<file path="src/logic/ssc_pkg.sv">
// Purpose: Shared constants and types of the serial SRAM client front end.
// Assumes: One system clock; every link pin is sampled by that clock.
// Notes:   Instruction codes, transfer modes and lane widths live here only.
package ssc_pkg;

    // Array geometry.
    localparam int ADDR_W     = 16;
    localparam int DATA_W     = 8;
    localparam int PAGE_OFS_W = 5;

    // Instruction codes.
    localparam logic [7:0] CMD_READ    = 8'h03;
    localparam logic [7:0] CMD_WRITE   = 8'h02;
    localparam logic [7:0] CMD_DUAL    = 8'h3B;
    localparam logic [7:0] CMD_QUAD    = 8'h38;
    localparam logic [7:0] CMD_SINGLE  = 8'hFF;
    localparam logic [7:0] CMD_MODE_RD = 8'h05;
    localparam logic [7:0] CMD_MODE_WR = 8'h01;

    // Transfer mode field, bits 7 and 6 of the mode register.
    localparam int         MODE_FIELD_LSB = 6;
    localparam logic [1:0] XFER_BYTE      = 2'h0;
    localparam logic [1:0] XFER_PAGE      = 2'h2;
    localparam logic [1:0] XFER_SEQ       = 2'h1;
    localparam logic [1:0] XFER_RSVD      = 2'h3;
    localparam logic [1:0] MODE_RESET     = XFER_SEQ;
    localparam logic [5:0] MODE_RSVD_BITS = 6'h00;

    // Bits moved per serial clock and bits per byte.
    localparam logic [3:0] BITS_PER_BYTE = 4'h8;
    localparam logic [3:0] STEP_SINGLE   = 4'h1;
    localparam logic [3:0] STEP_DUAL     = 4'h2;
    localparam logic [3:0] STEP_QUAD     = 4'h4;

    // Lanes driven while shifting out.
    localparam logic [3:0] OE_SINGLE = 4'h2;
    localparam logic [3:0] OE_DUAL   = 4'h3;
    localparam logic [3:0] OE_QUAD   = 4'hF;

    // Write buffer depth.
    localparam int FIFO_DEPTH = 8;

    typedef enum logic [1:0] {
        LANE_SINGLE = 2'b00,
        LANE_DUAL   = 2'b01,
        LANE_QUAD   = 2'b10
    } ssc_lane_e;

    typedef enum logic [2:0] {
        ST_IDLE     = 3'b000,
        ST_CMD      = 3'b001,
        ST_ADDR     = 3'b010,
        ST_WDATA    = 3'b011,
        ST_RDATA    = 3'b100,
        ST_MODE_IN  = 3'b101,
        ST_MODE_OUT = 3'b110,
        ST_DONE     = 3'b111
    } ssc_state_e;

    typedef struct packed {
        logic [ADDR_W-1:0] addr;
        logic [DATA_W-1:0] data;
    } ssc_wr_s;

    typedef struct packed {
        logic       cs_n;
        logic       sck;
        logic [3:0] io;
    } ssc_pins_s;

    // Deselected, clock low, pause line high.
    localparam ssc_pins_s PINS_IDLE = 6'h28;

endpackage

</file>
<file path="src/logic/ssc_fifo.sv">
// Purpose: Small synchronous FIFO with valid and ready on both sides.
// Assumes: One clock, synchronous active-high reset.
// Notes:   Output data come straight from the storage flops at the read pointer.
`timescale 1ns/1ns
`default_nettype none
module ssc_fifo #(
    parameter int WIDTH = 24,
    parameter int DEPTH = 8
) (
    // Clock and reset
    input  wire logic             clk,
    input  wire logic             reset,
    // Fill side
    input  wire logic             in_valid,
    output logic                  in_ready,
    input  wire logic [WIDTH-1:0] in_data,
    // Drain side
    output logic                  out_valid,
    input  wire logic             out_ready,
    output logic      [WIDTH-1:0] out_data
);
    localparam int PTR_W = (DEPTH > 1) ? $clog2(DEPTH) : 1;
    localparam int CNT_W = $clog2(DEPTH + 1);
    localparam logic [PTR_W-1:0] LAST_PTR = PTR_W'(DEPTH - 1);
    localparam logic [CNT_W-1:0] FULL_CNT = CNT_W'(DEPTH);

    logic [WIDTH-1:0] store [DEPTH];
    logic [PTR_W-1:0] wr_ptr;
    logic [PTR_W-1:0] rd_ptr;
    logic [CNT_W-1:0] count;
    wire              push;
    wire              pop;

    assign in_ready  = (count != FULL_CNT);
    assign out_valid = (count != '0);
    assign push      = in_valid & in_ready;
    assign pop       = out_valid & out_ready;
    assign out_data  = store[rd_ptr];

    always_ff @(posedge clk)
    begin
        if (push)
            store[wr_ptr] <= in_data;
    end

    always_ff @(posedge clk)
    begin
        if (reset)
        begin
            wr_ptr <= '0;
            rd_ptr <= '0;
        end
        else
        begin
            if (push)
                wr_ptr <= (wr_ptr == LAST_PTR) ? '0 : wr_ptr + 1'b1;
            if (pop)
                rd_ptr <= (rd_ptr == LAST_PTR) ? '0 : rd_ptr + 1'b1;
        end
    end

    always_ff @(posedge clk)
    begin
        if (reset)
            count <= '0;
        else if (push && !pop)
            count <= count + 1'b1;
        else if (pop && !push)
            count <= count - 1'b1;
    end
endmodule // ssc_fifo
`default_nettype wire

</file>
<file path="src/logic/ssc_spi_client.sv">
// Purpose: Command front end of a 64 KB serial SRAM on a four-wire serial link.
// Assumes: Link pins are asynchronous; the serial clock is at most an eighth of clk.
// Notes:   The array itself sits outside; reads and writes go out on plain ports.
// Behaviour
// - Capture eight-bit instruction on rising clock edges.
// - All fields shift most significant bit first.
// - Mode bits 7:6 choose byte, page, sequential.
// - Sequential mode is the default after reset.
// - Byte mode moves exactly one data byte.
// - Page mode keeps bytes inside 32-byte page.
// - Page counter wraps to page start.
// - Sequential counter ignores pages, rolls to zero.
// - Read shifts out byte at given address.
// - Read pointer advances after each byte out.
// - Page writes beyond 32 bytes overwrite page.
// - Decode read 03h and write 02h.
// - Decode enter dual, enter quad, return single.
// - Mode register read 05h, write 01h.
// - Mode bits 5:0 reserved, read as zero.
// - Stay standby until falling select edge.
// - Deselected: standby, output driver released.
// - Sample on rising edge, drive after falling.
// - Wide lanes share pins; quad disables pause.
// - Dual mode moves two bits per clock.
// - Quad mode moves one nibble per clock.
// - Pause low suspends sequence, releases output.
`timescale 1ns/1ns
`default_nettype none
module ssc_spi_client #(
    parameter int FIFO_DEPTH = ssc_pkg::FIFO_DEPTH
) (
    // Clock and reset
    input  wire logic                           clk,
    input  wire logic                           reset,
    // Link pins
    input  wire logic                           cs_n,
    input  wire logic                           sck,
    input  wire logic [3:0]                     io_in,
    output logic      [3:0]                     io_out,
    output logic      [3:0]                     io_oe,
    // Array read port
    output logic                                mem_rd_req,
    output logic      [ssc_pkg::ADDR_W-1:0]     mem_rd_addr,
    input  wire logic                           mem_rd_valid,
    input  wire logic [ssc_pkg::DATA_W-1:0]     mem_rd_data,
    // Array write port
    output logic                                mem_wr_valid,
    input  wire logic                           mem_wr_ready,
    output var ssc_pkg::ssc_wr_s                mem_wr,
    // Status
    output logic                                wr_overflow,
    output ssc_pkg::ssc_lane_e                  lane_mode,
    output logic      [1:0]                     transfer_mode
);
    ssc_pkg::ssc_pins_s  pin_s1;
    ssc_pkg::ssc_pins_s  pin_s2;
    ssc_pkg::ssc_state_e state;
    ssc_pkg::ssc_state_e next_state;
    ssc_pkg::ssc_wr_s    wr_item;

    logic                       sck_d;
    logic                       cs_d;
    logic                       paused;
    logic [7:0]                 sh_in;
    logic [3:0]                 bit_cnt;
    logic [ssc_pkg::ADDR_W-1:0] addr;
    logic                       addr_lo;
    logic                       op_read;
    logic [1:0]                 mode_pend;
    logic                       pend_v;
    logic [7:0]                 pend_byte;
    logic [7:0]                 out_sh;
    logic [3:0]                 out_cnt;
    logic                       out_active;
    logic                       last_out;
    logic                       fifo_in_ready;

    // Synchroniser: the second stage is the only reader of the first.
    always_ff @(posedge clk)
    begin
        if (reset)
        begin
            pin_s1 <= ssc_pkg::PINS_IDLE;
            pin_s2 <= ssc_pkg::PINS_IDLE;
            sck_d  <= 1'b0;
            cs_d   <= 1'b1;
        end
        else
        begin
            pin_s1 <= {cs_n, sck, io_in};
            pin_s2 <= pin_s1;
            sck_d  <= pin_s2.sck;
            cs_d   <= pin_s2.cs_n;
        end
    end

    wire selected = ~pin_s2.cs_n;
    wire cs_fall  = cs_d & ~pin_s2.cs_n;
    wire cs_rise  = ~cs_d & pin_s2.cs_n;
    wire rise_ok  = pin_s2.sck & ~sck_d & selected & ~paused;
    wire fall_ok  = ~pin_s2.sck & sck_d & selected & ~paused;

    wire is_dual = (lane_mode == ssc_pkg::LANE_DUAL);
    wire is_quad = (lane_mode == ssc_pkg::LANE_QUAD);
    wire [3:0] step = is_quad ? ssc_pkg::STEP_QUAD :
                      is_dual ? ssc_pkg::STEP_DUAL : ssc_pkg::STEP_SINGLE;
    wire [3:0] lane_oe = is_quad ? ssc_pkg::OE_QUAD :
                         is_dual ? ssc_pkg::OE_DUAL : ssc_pkg::OE_SINGLE;

    // Incoming bits enter at the bottom, so the first bit ends up on top.
    wire [7:0] in_shift = is_quad ? {sh_in[3:0], pin_s2.io} :
                          is_dual ? {sh_in[5:0], pin_s2.io[1:0]} :
                                    {sh_in[6:0], pin_s2.io[0]};
    wire [3:0] next_cnt  = bit_cnt + step;
    wire       byte_done = rise_ok && (next_cnt == ssc_pkg::BITS_PER_BYTE);

    wire       xfer_byte = (transfer_mode == ssc_pkg::XFER_BYTE);
    wire       xfer_page = (transfer_mode == ssc_pkg::XFER_PAGE);
    wire [7:0] mode_byte = {transfer_mode, ssc_pkg::MODE_RSVD_BITS};

    // Page mode wraps inside the page; otherwise the counter rolls over the array.
    wire [ssc_pkg::PAGE_OFS_W-1:0] page_ofs = addr[ssc_pkg::PAGE_OFS_W-1:0] + 1'b1;
    wire [ssc_pkg::ADDR_W-1:0] addr_after =
        xfer_page ? {addr[ssc_pkg::ADDR_W-1:ssc_pkg::PAGE_OFS_W], page_ofs} :
                    addr + 16'h0001;

    wire        out_state = (state == ssc_pkg::ST_RDATA) || (state == ssc_pkg::ST_MODE_OUT);
    wire        shift_out = fall_ok && out_state && !last_out;
    wire [7:0]  cur_out   = (out_cnt == 4'h0) ? pend_byte : out_sh;
    wire [7:0]  cur_shift = is_quad ? {cur_out[3:0], 4'h0} :
                            is_dual ? {cur_out[5:0], 2'h0} : {cur_out[6:0], 1'b0};
    wire [3:0]  lane_bits = is_quad ? cur_out[7:4] :
                            is_dual ? {2'h0, cur_out[7:6]} :
                                      {2'h0, cur_out[7], 1'b0};
    wire [3:0]  out_next  = out_cnt + step;
    wire        out_end   = shift_out && (out_next == ssc_pkg::BITS_PER_BYTE);
    wire        rd_first  = byte_done && (state == ssc_pkg::ST_ADDR) && addr_lo && op_read;
    wire        rd_more   = out_end && (state == ssc_pkg::ST_RDATA) && !xfer_byte;
    wire        push      = byte_done && (state == ssc_pkg::ST_WDATA);

    // Sequence decoding at the end of each received byte.
    always_comb
    begin
        next_state = state;
        unique case (state)
            ssc_pkg::ST_CMD:
            begin
                unique case (in_shift)
                    ssc_pkg::CMD_READ:    next_state = ssc_pkg::ST_ADDR;
                    ssc_pkg::CMD_WRITE:   next_state = ssc_pkg::ST_ADDR;
                    ssc_pkg::CMD_MODE_RD: next_state = ssc_pkg::ST_MODE_OUT;
                    ssc_pkg::CMD_MODE_WR: next_state = ssc_pkg::ST_MODE_IN;
                    default:              next_state = ssc_pkg::ST_DONE;
                endcase
            end
            ssc_pkg::ST_ADDR:
                next_state = !addr_lo ? ssc_pkg::ST_ADDR :
                             op_read  ? ssc_pkg::ST_RDATA : ssc_pkg::ST_WDATA;
            ssc_pkg::ST_WDATA:
                next_state = xfer_byte ? ssc_pkg::ST_DONE : ssc_pkg::ST_WDATA;
            ssc_pkg::ST_MODE_IN:
                next_state = ssc_pkg::ST_DONE;
            ssc_pkg::ST_IDLE,
            ssc_pkg::ST_RDATA,
            ssc_pkg::ST_MODE_OUT,
            ssc_pkg::ST_DONE:
                next_state = state;
        endcase
    end

    always_ff @(posedge clk)
    begin
        if (reset || !selected)
            state <= ssc_pkg::ST_IDLE;
        else if (cs_fall)
            state <= ssc_pkg::ST_CMD;
        else if (byte_done)
            state <= next_state;
        else if (fall_ok && last_out)
            state <= ssc_pkg::ST_DONE;
    end

    // Pause only takes hold or lets go while the serial clock is low.
    always_ff @(posedge clk)
    begin
        if (reset || !selected || is_quad)
            paused <= 1'b0;
        else if (!pin_s2.sck)
            paused <= ~pin_s2.io[3];
    end

    always_ff @(posedge clk)
    begin
        if (reset || !selected)
        begin
            sh_in   <= 8'h00;
            bit_cnt <= 4'h0;
        end
        else if (rise_ok)
        begin
            sh_in   <= in_shift;
            bit_cnt <= byte_done ? 4'h0 : next_cnt;
        end
    end

    // The width change takes effect right after the instruction byte.
    always_ff @(posedge clk)
    begin
        if (reset)
            lane_mode <= ssc_pkg::LANE_SINGLE;
        else if (byte_done && (state == ssc_pkg::ST_CMD))
        begin
            if (in_shift == ssc_pkg::CMD_DUAL)
                lane_mode <= ssc_pkg::LANE_DUAL;
            else if (in_shift == ssc_pkg::CMD_QUAD)
                lane_mode <= ssc_pkg::LANE_QUAD;
            else if (in_shift == ssc_pkg::CMD_SINGLE)
                lane_mode <= ssc_pkg::LANE_SINGLE;
        end
    end

    always_ff @(posedge clk)
    begin
        if (reset || cs_fall)
        begin
            addr_lo <= 1'b0;
            op_read <= 1'b0;
        end
        else if (byte_done && (state == ssc_pkg::ST_CMD))
            op_read <= (in_shift == ssc_pkg::CMD_READ);
        else if (byte_done && (state == ssc_pkg::ST_ADDR))
            addr_lo <= 1'b1;
    end

    always_ff @(posedge clk)
    begin
        if (reset)
            addr <= 16'h0000;
        else if (byte_done && (state == ssc_pkg::ST_ADDR) && !addr_lo)
            addr[15:8] <= in_shift;
        else if (byte_done && (state == ssc_pkg::ST_ADDR))
            addr[7:0] <= in_shift;
        else if (push || rd_more)
            addr <= addr_after;
    end

    // A written mode waits for the end of the operation, so a running access keeps its mode.
    always_ff @(posedge clk)
    begin
        if (reset)
        begin
            transfer_mode <= ssc_pkg::MODE_RESET;
            mode_pend     <= ssc_pkg::MODE_RESET;
            pend_v        <= 1'b0;
        end
        else if (byte_done && (state == ssc_pkg::ST_MODE_IN))
        begin
            mode_pend <= in_shift[7:ssc_pkg::MODE_FIELD_LSB];
            pend_v    <= 1'b1;
        end
        else if (cs_rise && pend_v)
        begin
            transfer_mode <= mode_pend;
            pend_v        <= 1'b0;
        end
    end

    // Array read requests: one at the end of the address, one after each byte out except in byte mode.
    always_ff @(posedge clk)
    begin
        if (reset)
        begin
            mem_rd_req  <= 1'b0;
            mem_rd_addr <= 16'h0000;
        end
        else
        begin
            mem_rd_req <= rd_first || rd_more;
            if (rd_first)
                mem_rd_addr <= {addr[15:8], in_shift};
            else if (rd_more)
                mem_rd_addr <= addr_after;
        end
    end

    always_ff @(posedge clk)
    begin
        if (reset)
            pend_byte <= 8'h00;
        else if (mem_rd_valid)
            pend_byte <= mem_rd_data;
        else if (byte_done && (state == ssc_pkg::ST_CMD) && (in_shift == ssc_pkg::CMD_MODE_RD))
            pend_byte <= mode_byte;
    end

    // New data go out only after a falling edge; the last bits stay until the next one.
    always_ff @(posedge clk)
    begin
        if (reset || !selected)
        begin
            io_out     <= 4'h0;
            out_sh     <= 8'h00;
            out_cnt    <= 4'h0;
            out_active <= 1'b0;
            last_out   <= 1'b0;
        end
        else if (shift_out)
        begin
            io_out     <= lane_bits;
            out_sh     <= cur_shift;
            out_cnt    <= out_end ? 4'h0 : out_next;
            out_active <= 1'b1;
            last_out   <= out_end && (state == ssc_pkg::ST_RDATA) && xfer_byte;
        end
        else if (fall_ok && last_out)
        begin
            out_active <= 1'b0;
            last_out   <= 1'b0;
        end
    end

    // The driver lets go at once on deselect or pause.
    assign io_oe = (out_active && !paused && selected) ? lane_oe : 4'h0;

    // Written bytes queue up for the array; select rising simply stops the queue filling.
    assign wr_item = '{addr: addr, data: in_shift};

    always_ff @(posedge clk)
    begin
        if (reset)
            wr_overflow <= 1'b0;
        else if (push && !fifo_in_ready)
            wr_overflow <= 1'b1;
        else if (cs_fall)
            wr_overflow <= 1'b0;
    end

    ssc_fifo #(
        .WIDTH ($bits(ssc_pkg::ssc_wr_s)),
        .DEPTH (FIFO_DEPTH)
    ) u_wr_fifo (
        .clk       (clk),
        .reset     (reset),
        .in_valid  (push),
        .in_ready  (fifo_in_ready),
        .in_data   (wr_item),
        .out_valid (mem_wr_valid),
        .out_ready (mem_wr_ready),
        .out_data  (mem_wr)
    );
endmodule // ssc_spi_client
`default_nettype wire

</file>
<file path="config.mk">
export PLATFORM = sky130hd
export DESIGN_NAME = ssc_spi_client
export DESIGN_NICKNAME = d
export VERILOG_FILES = /design/src/logic/ssc_pkg.sv /design/src/logic/ssc_fifo.sv /design/src/logic/ssc_spi_client.sv
export SDC_FILE = /design/constraint.sdc
export NUM_CORES = 1
export LEC_CHECK = 0
export BUFFER_PORTS_ARGS = -buffer_cell sky130_fd_sc_hd__buf_4
export CAP_MARGIN = 20
export CORE_ASPECT_RATIO = 0.7
export CORE_MARGIN = 2
export CORE_UTILIZATION = 40
export DETAILED_ROUTE_END_ITERATION = 10
export PLACE_DENSITY = 0.62
export REMOVE_ABC_BUFFERS = 1
export SLEW_MARGIN = 5
export SYNTH_ARGS = -nofsm -noshare
export SYNTH_HDL_FRONTEND = slang
export SYNTH_SLANG_ARGS = --single-unit
</file>
<file path="constraint.sdc">
create_clock -name clk -period 5.2 [get_ports clk]
set_input_delay 0.26 -clock clk [delete_from_list [all_inputs] [get_ports clk]]
set_output_delay 0.26 -clock clk [all_outputs]
set_load 0.05 [all_outputs]
</file>
== Word-level counts from Yosys, hierarchy flattened ==
Memory sizes are Yosys's and may differ from the RTL's. A register that Yosys moved wholly into a read port is not among the register bits.
Cells that the tools add are included.

* Word-level logic and storage cells: 195
* Output and inout port bits: 55
* Memories kept: 1
* RAM bits: 192
* Input port bits: 18
* Register bits: 108

{| class="wikitable"
|+ Memories
! memory !! depth !! width !! read ports !! clocked after Yosys merged registers in !! wr ports !! line !! RTL
|-
| u_wr_fifo.store || 8 || 24 || 1 || 1 || 1 || ssc_fifo.sv:27 || <nowiki>logic [WIDTH-1:0] store [DEPTH];</nowiki>
|}

* Bitwise operators: 19
* Add/subtract/negate cells: 8
* Reduce and logical (&&, ||, !) cells: 60
* Equality and inequality tests: 25
* Multiplexer cells: 49

{| class="wikitable"
|+ Operator list
! cell !! count
|-
| two-way mux 8 bit || 10
|-
| two-way mux 16 bit || 4
|-
| two-way mux 3 bit || 10
|-
| two-way mux 4 bit || 7
|-
| logical AND 1 bit || 22
|-
| == test 3 bit (second input constant) || 6
|-
| nonzero test 2 bit || 9
|-
| adder 16 x 1 -> 16 bit (second input constant) || 1
|-
| == test 8 x 2 -> 1 bit (second input constant) || 2
|-
| == test 8 x 6 -> 1 bit (second input constant) || 2
|-
| AND reduction 2 bit || 7
|-
| two-way mux 1 bit || 12
|-
| one-hot mux 3 bit (4 select lines) || 1
|-
| AND 1 bit || 10
|-
| inverter 1 bit || 9
|-
| one-hot mux 3 bit (3 select lines) || 1
|-
| adder 4 x 3 -> 4 bit || 2
|-
| == test 4 bit (second input constant) || 2
|-
| == test 8 x 1 -> 1 bit (second input constant) || 1
|-
| == test 8 x 3 -> 1 bit (second input constant) || 1
|-
| == test 8 bit (second input constant) || 1
|-
| two-way mux 2 bit || 4
|-
| zero test 1 bit || 7
|-
| adder 3 x 1 -> 3 bit (second input constant) || 2
|-
| other kinds (19) || 28
|}

== Logic depth before layout (Yosys ltp) ==
* Word-level depth: 13
* Depth in mapped cells: 17
* Depth with buffers taken out: 17

== Hierarchy ==
Synthesis repeated with hierarchy kept, for this count alone.

* Cell total of the unflattened synthesis: 992
* Area total of the unflattened synthesis: 13030.0 um^2

{| class="wikitable"
|+ By module, submodules not included
! module !! instances !! seq. area each (um^2) !! cells an instance !! area each (um^2)
|-
| ssc_fifo || 1 || 6025.8 || 352 || 7917.6
|-
| ssc_spi_client || 1 || 1941.9 || 640 || 5112.4
|}

== Worst setup path after synthesis ==
Ideal clock, no wire load.

* Path type: register to register
* From: reg lane_mode[0]
* To: mem u_wr_fifo.store[0][0] (enable)
* Setup time: 435 ps
* Arrival: 4810 ps
* Path slack: -45 ps
* Data required time: 4765 ps
* Cell stages (with the launch flop): 12
* Cell sequence: dfxtp_1 > inv_1 > ha_1 > ha_1 > ha_1 > a21oi_1 > xnor3_1 > nor4_4 > nand3_2 > nor3b_4 > nand2b_1 > nor3_1

* Longest elaborated chain between the ends: 10
* Elaborated cells on any way between the ends: 11
* Classes of those cells: add/sub: 1; eq/ne: 3; mux: 4; bitwise: 1; reduce/logical: 2

{| class="wikitable"
|+ Ends and longest elaborated chain
! element !! line !! RTL
|-
| start: declaration || ssc_spi_client.sv:52 || <nowiki>output ssc_pkg::ssc_lane_e lane_mode,</nowiki>
|-
| start signal: assignment || ssc_spi_client.sv:210 || <nowiki>lane_mode <= ssc_pkg::LANE_SINGLE;</nowiki>
|-
| start signal: assignment || ssc_spi_client.sv:214 || <nowiki>lane_mode <= ssc_pkg::LANE_DUAL;</nowiki>
|-
| start signal: assignment || ssc_spi_client.sv:216 || <nowiki>lane_mode <= ssc_pkg::LANE_QUAD;</nowiki>
|-
| == test 2 x 1 -> 1 bit || ssc_spi_client.sv:103 || <nowiki>wire is_dual = (lane_mode == ssc_pkg::LANE_DUAL);</nowiki>
|-
| two-way mux 2 bit || ssc_spi_client.sv:106 || <nowiki>is_dual ? ssc_pkg::STEP_DUAL : ssc_pkg::STEP_SINGLE;</nowiki>
|-
| two-way mux 3 bit (*) || ssc_spi_client.sv:105 || <nowiki>wire [3:0] step = is_quad ? ssc_pkg::STEP_QUAD :</nowiki>
|-
| adder 4 x 3 -> 4 bit (*) || ssc_spi_client.sv:114 || <nowiki>wire [3:0] next_cnt = bit_cnt + step;</nowiki>
|-
| == test 4 bit (*) || ssc_spi_client.sv:115 || <nowiki>wire byte_done = rise_ok && (next_cnt == ssc_pkg::BITS_PER_BYTE);</nowiki>
|-
| logical AND 1 bit (*) || ssc_spi_client.sv:115 ||
|-
| logical AND 1 bit (*) || ssc_spi_client.sv:139 || <nowiki>wire push = byte_done && (state == ssc_pkg::ST_WDATA);</nowiki>
|-
| AND 1 bit (*) || ssc_fifo.sv:36 || <nowiki>assign push = in_valid & in_ready;</nowiki>
|-
| net u_wr_fifo.push || ssc_fifo.sv:31 || <nowiki>wire push;</nowiki>
|-
| two-way mux 1 bit (*) || ssc_fifo.sv:42 || <nowiki>if (push)</nowiki>
|-
| two-way mux 1 bit (not written as such) (*) || ssc_fifo.sv:43 || <nowiki>store[wr_ptr] <= in_data;</nowiki>
|-
| end: declaration || ssc_fifo.sv:27 ||
|}

The timed path passes the listed nets; every way through them passes the cells marked *.

== Worst setup path in the final report ==
* From: reg lane_mode[0]
* To: reg u_wr_fifo.count[3]

* Longest elaborated chain between the ends: 11
* Elaborated cells on any way between the ends: 14
* Classes of those cells: add/sub: 1; eq/ne: 3; mux: 3; bitwise: 1; reduce/logical: 6

{| class="wikitable"
|+ Ends and longest elaborated chain
! element !! line !! RTL
|-
| == test 2 x 1 -> 1 bit || ssc_spi_client.sv:103 ||
|-
| two-way mux 2 bit || ssc_spi_client.sv:106 ||
|-
| two-way mux 3 bit (*) || ssc_spi_client.sv:105 ||
|-
| adder 4 x 3 -> 4 bit (*) || ssc_spi_client.sv:114 ||
|-
| == test 4 bit (*) || ssc_spi_client.sv:115 ||
|-
| logical AND 1 bit (*) || ssc_spi_client.sv:115 ||
|-
| logical AND 1 bit (*) || ssc_spi_client.sv:139 ||
|-
| AND 1 bit (*) || ssc_fifo.sv:36 ||
|-
| net u_wr_fifo.push || ssc_fifo.sv:31 ||
|-
| zero test 1 bit || ssc_fifo.sv:68 || <nowiki>else if (pop && !push)</nowiki>
|-
| logical AND 1 bit || ssc_fifo.sv:68 ||
|-
| nonzero test 2 bit (no source line) || -- ||
|-
| end signal: assignment || ssc_fifo.sv:67 || <nowiki>count <= count + 1'b1;</nowiki>
|-
| end signal: assignment || ssc_fifo.sv:69 || <nowiki>count <= count - 1'b1;</nowiki>
|-
| end: declaration || ssc_fifo.sv:30 || <nowiki>logic [CNT_W-1:0] count;</nowiki>
|}

Marked as above.
A chain may end at the register's enable or synchronous reset.

==> flow_metrics.env <==
export IMPL_num_io_pins=73
export IMPL_grt_antenna_before_repair=0
export IMPL_ir_worst_vdd_v=0.0002709
export IMPL_dp_hpwl_um=18430
export IMPL_critical_path_cell_count=17
export IMPL_ys_top_cells_by_area="edfxtp_1, dfxtp_1, mux4_2"
export IMPL_place_congestion=0.7827
export IMPL_grt_ovfl_total=0
export IMPL_clkPwrFrac=0.378
export IMPL_wirelength_um=29750
export IMPL_crit_path_end="u_wr_fifo.count[3]$_SDFFE_PP0P_"
export IMPL_n_antenna_cell=0
export IMPL_synth_mux_area_fraction=0.1365
export IMPL_synth_edf_count=192
export IMPL_mappedNetlistArea_um2=12980
export IMPL_route_detailed_drc=0
export IMPL_clk_pin_slew_worst_paths_ns=0.06
export IMPL_core_rowCount=55
export IMPL_worstPathRequired_ns=5.70
export IMPL_ys_ff_latch=302
export IMPL_critPathTopFamily="simple AND/OR/NAND/NOR gates"
export IMPL_drive_gt1_frac=0.2187
export IMPL_worstMarginPinSlew_ns=1.002
export IMPL_rsz0062_at_grt="no"
export IMPL_finalCriticalPeriod_ns=4.455
export IMPL_yosys_area_share_adder=0.01697
export IMPL_grt_total_usage=0.1774
export IMPL_cpMostUsedCell="ha_1"
export IMPL_final_util=0.4716
export IMPL_outcome="finished, final reports clean"
export IMPL_grt_max_degree=79
export IMPL_yosys_area_share_simple=0.1165
export IMPL_yosysMostFrequentCell="edfxtp_1"
export IMPL_ant_nets=0
export IMPL_start_util=0.4039
export IMPL_synth_compound_area_share=0.07462
export IMPL_critical_path_arrival_ns=4.95
export IMPL_cp_num_buf_inv=2
export IMPL_pwr_share_seq=0.489
export IMPL_finalSetupViolCount=0
export IMPL_max_freq_mhz=224.4
export IMPL_synth_top_area_cell="edfxtp_1"
export IMPL_synthCells=986
export IMPL_clock_sinks=302
export IMPL_ys_flop_type="edfxtp_1"
export IMPL_pre_cts_slack_ns=0.7143
export IMPL_cts_max_path_buffers=3
export IMPL_syn_to_final_growth_pct=16.77
export IMPL_fin_worst_skew_ns=0.01662
export IMPL_die_area_um2=33930
export IMPL_core_area_um2=32140
export IMPL_powerDensity_nw_per_um2=356.6
export IMPL_end_kind="flop"
export IMPL_critPathLaunch="lane_mode[0]$_SDFFE_PP0P_"
export IMPL_p_switching_mw=1.385
export IMPL_first_global_vias=8133
export IMPL_dieWidth_um=219.3
export IMPL_synth_top_area_share=0.4442
export IMPL_numCtsBuffers=29
export IMPL_max_slew_margin=0.3319
export IMPL_vias=8219
export IMPL_crit_chain="inv_1 -> ha_1 -> ha_1 -> ha_1 -> a21oi_1 -> xnor3_1 -> nor4_4 -> nand3_2 -> nor3b_4 -> ha_1 -> inv_1 -> ha_1 -> a21o_1 -> a21oi_1 -> xnor2_1 -> or3_1 -> a21oi_1"
export IMPL_insertion_delay_ns=0.58
export IMPL_critPathKind="reg2reg"
export IMPL_tritoncts="built"
export IMPL_wl_per_cell_um=19.46
export IMPL_placed_cells=1453
export IMPL_dr_pass1_iters=5
export IMPL_switching_share=0.2562
export IMPL_die_h_um=154.7
export IMPL_crit_path_max_incr_delay_ns=0.43
export IMPL_p_leak_nw=5.245
export IMPL_drv_cap=0
export IMPL_fin_area_um2=15160
export IMPL_p_int_mw=4.020
export IMPL_pwr_share_comb=0.133
export IMPL_synth_top_family_by_area="multiplexers"
export IMPL_crit_fanout=8
export IMPL_slew_violations=0
export IMPL_finalNonFillerCells=1529
export IMPL_r2r_slack_ns=0.74
export IMPL_tns_ns=0
export IMPL_cts_root_buf="clkbuf_16"
export IMPL_synth_avg_cell_area_um2=13.16
export IMPL_grt_pass1_wl_um=46750
export IMPL_rr_startpoint="lane_mode[0]$_SDFFE_PP0P_"
export IMPL_worstRegToRegCells=17
export IMPL_crit_slowest_cell="nor4_4"
export IMPL_min_path_cells=3
export IMPL_viasPerCell=5.375
export IMPL_fin_ws_ns=0.7445
export IMPL_hold_violations=0
export IMPL_seq_area_frac_synth=0.6139
export IMPL_drt_iter0_markers=641
export IMPL_yosys_warnings=0
export IMPL_ys_types=64
export IMPL_synthArstFlopShare=0
export IMPL_final_nets=1114
export IMPL_htreeDepth=1
export IMPL_post_route_period_util=0.8568
export IMPL_yosys_area_share_xor_xnor=0.02034
export IMPL_synthTopCellsByCount="edfxtp_1, dfxtp_1, nand2_1, a21oi_1, nor2_1"
export IMPL_portBuffers=72
export IMPL_hold_ws_ns=0.1452
export IMPL_power_mw=5.405
export IMPL_hp_class="in2reg"
export IMPL_r2r_end="u_wr_fifo.count[3]$_SDFFE_PP0P_"
export IMPL_placed_area_um2=14030
export IMPL_critPathLaunchType="flop"
worst register-to-register path, cell delays in order (launching register included):
cell and delay [ns]:
dfxtp_1 0.38, inv_1 0.10, ha_1 0.35, ha_1 0.22, ha_1 0.18, a21oi_1 0.20
xnor3_1 0.30, nor4_4 0.43, nand3_2 0.32, nor3b_4 0.41, ha_1 0.26, inv_1 0.09
ha_1 0.29, a21o_1 0.17, a21oi_1 0.17, xnor2_1 0.09, or3_1 0.30, a21oi_1 0.13
worst min-delay path by stage:
stage | from | end | slack (ns)
final | mem_rd_valid | pend_byte[7]$_SDFFE_PP0P_ | 0.15
after global routing | mem_rd_valid | pend_byte[6]$_SDFFE_PP0P_ | 0.16
after CTS | mem_rd_valid | pend_byte[7]$_SDFFE_PP0P_ | 0.12
after detailed placement | pin_s1[5]$_SDFF_PP1_ | pin_s2[5]$_SDFF_PP1_ | 0.40
after global placement | pin_s1[5]$_SDFF_PP1_ | pin_s2[5]$_SDFF_PP1_ | 0.40
after floorplan | reset | sck_d$_SDFF_PP0_ | 0.33
cell type report:
type / count / area (um2)
Timing Repair Buffer: 116 / 935.9
Inverter: 12 / 45.04
Clock inverter: 11 / 98.84
Fill cell: 2852 / 16980
Tap cell: 427 / 534.3
Sequential cell: 302 / 7973
Clock buffer: 43 / 808.3
Multi-Input combinational cell: 618 / 4761
power by group through the flow:
stage / registers, mW / clock network (mW) / logic [mW]
after floorplan: 2.68 / 0 / 0.535
after detailed placement: 2.70 / 0 / 0.712
after global routing: 2.66 / 2.19 / 0.764
final: 2.64 / 2.04 / 0.719
after CTS: 2.65 / 2.09 / 0.726
after global placement: 2.70 / 0 / 0.713
registers in the layout, summed over array words and instances, names as in the netlist, 6 cells and up, named ones only:
name,count
pin_s2,6
out_sh,7
mem_rd_addr,16
u_wr_fifo.store,192
pend_byte,8
sh_in,7
addr,16
pin_s1,6
layer usage:
| metal | up-vias | GRT usage | part of all wire |
|---|---|---|---|
| li1 | 3874 | - | - |
| met3 | 35 | 0.02911 | 0.046 |
| met2 | 217 | 0.2741 | 0.45 |
| met5 | - | 0 | 0 |
| met1 | 4093 | 0.2647 | 0.49 |
| met4 | 0 | 0.03507 | 0.019 |
logic make-up after synthesis:
| kind of cell | Yosys count |
|---|---|
| simple gates | 304 |
| fa+ha+maj | 17 |
| buf+inv | 66 |
| flops | 302 |
| compound gates | 157 |
| xor+xnor | 27 |
| mux | 113 |
cell usage in the layout (no fill, tap or decap), types with 6 or more instances in the layout:
cell / count
or3_1: 7
and2_1: 12
a211oi_1: 12
a21oi_1: 71
inv_1: 11
ha_1: 16
dfxtp_1: 108
mux4_2: 48
nand2b_1: 20
clkbuf_16: 29
nor3_1: 17
and3_1: 11
xnor2_1: 13
buf_4: 93
clkbuf_1: 11
xor2_1: 12
o21ai_0: 19
nor2b_1: 18
o211ai_1: 15
mux2i_1: 33
nor2_1: 61
edfxtp_1: 192
a21o_1: 6
nor2_2: 6
nand3_1: 22
o21ai_1: 11
mux2_2: 32
nand2_1: 95
dlygate4sd3_1: 21
what timing repair did:
action                    CTS  global route
setup buffers               0             0
resized for setup           0             0
hold endpoints to repair   18             0
hold buffers               21             0
(Power assumes the default switching activity.)
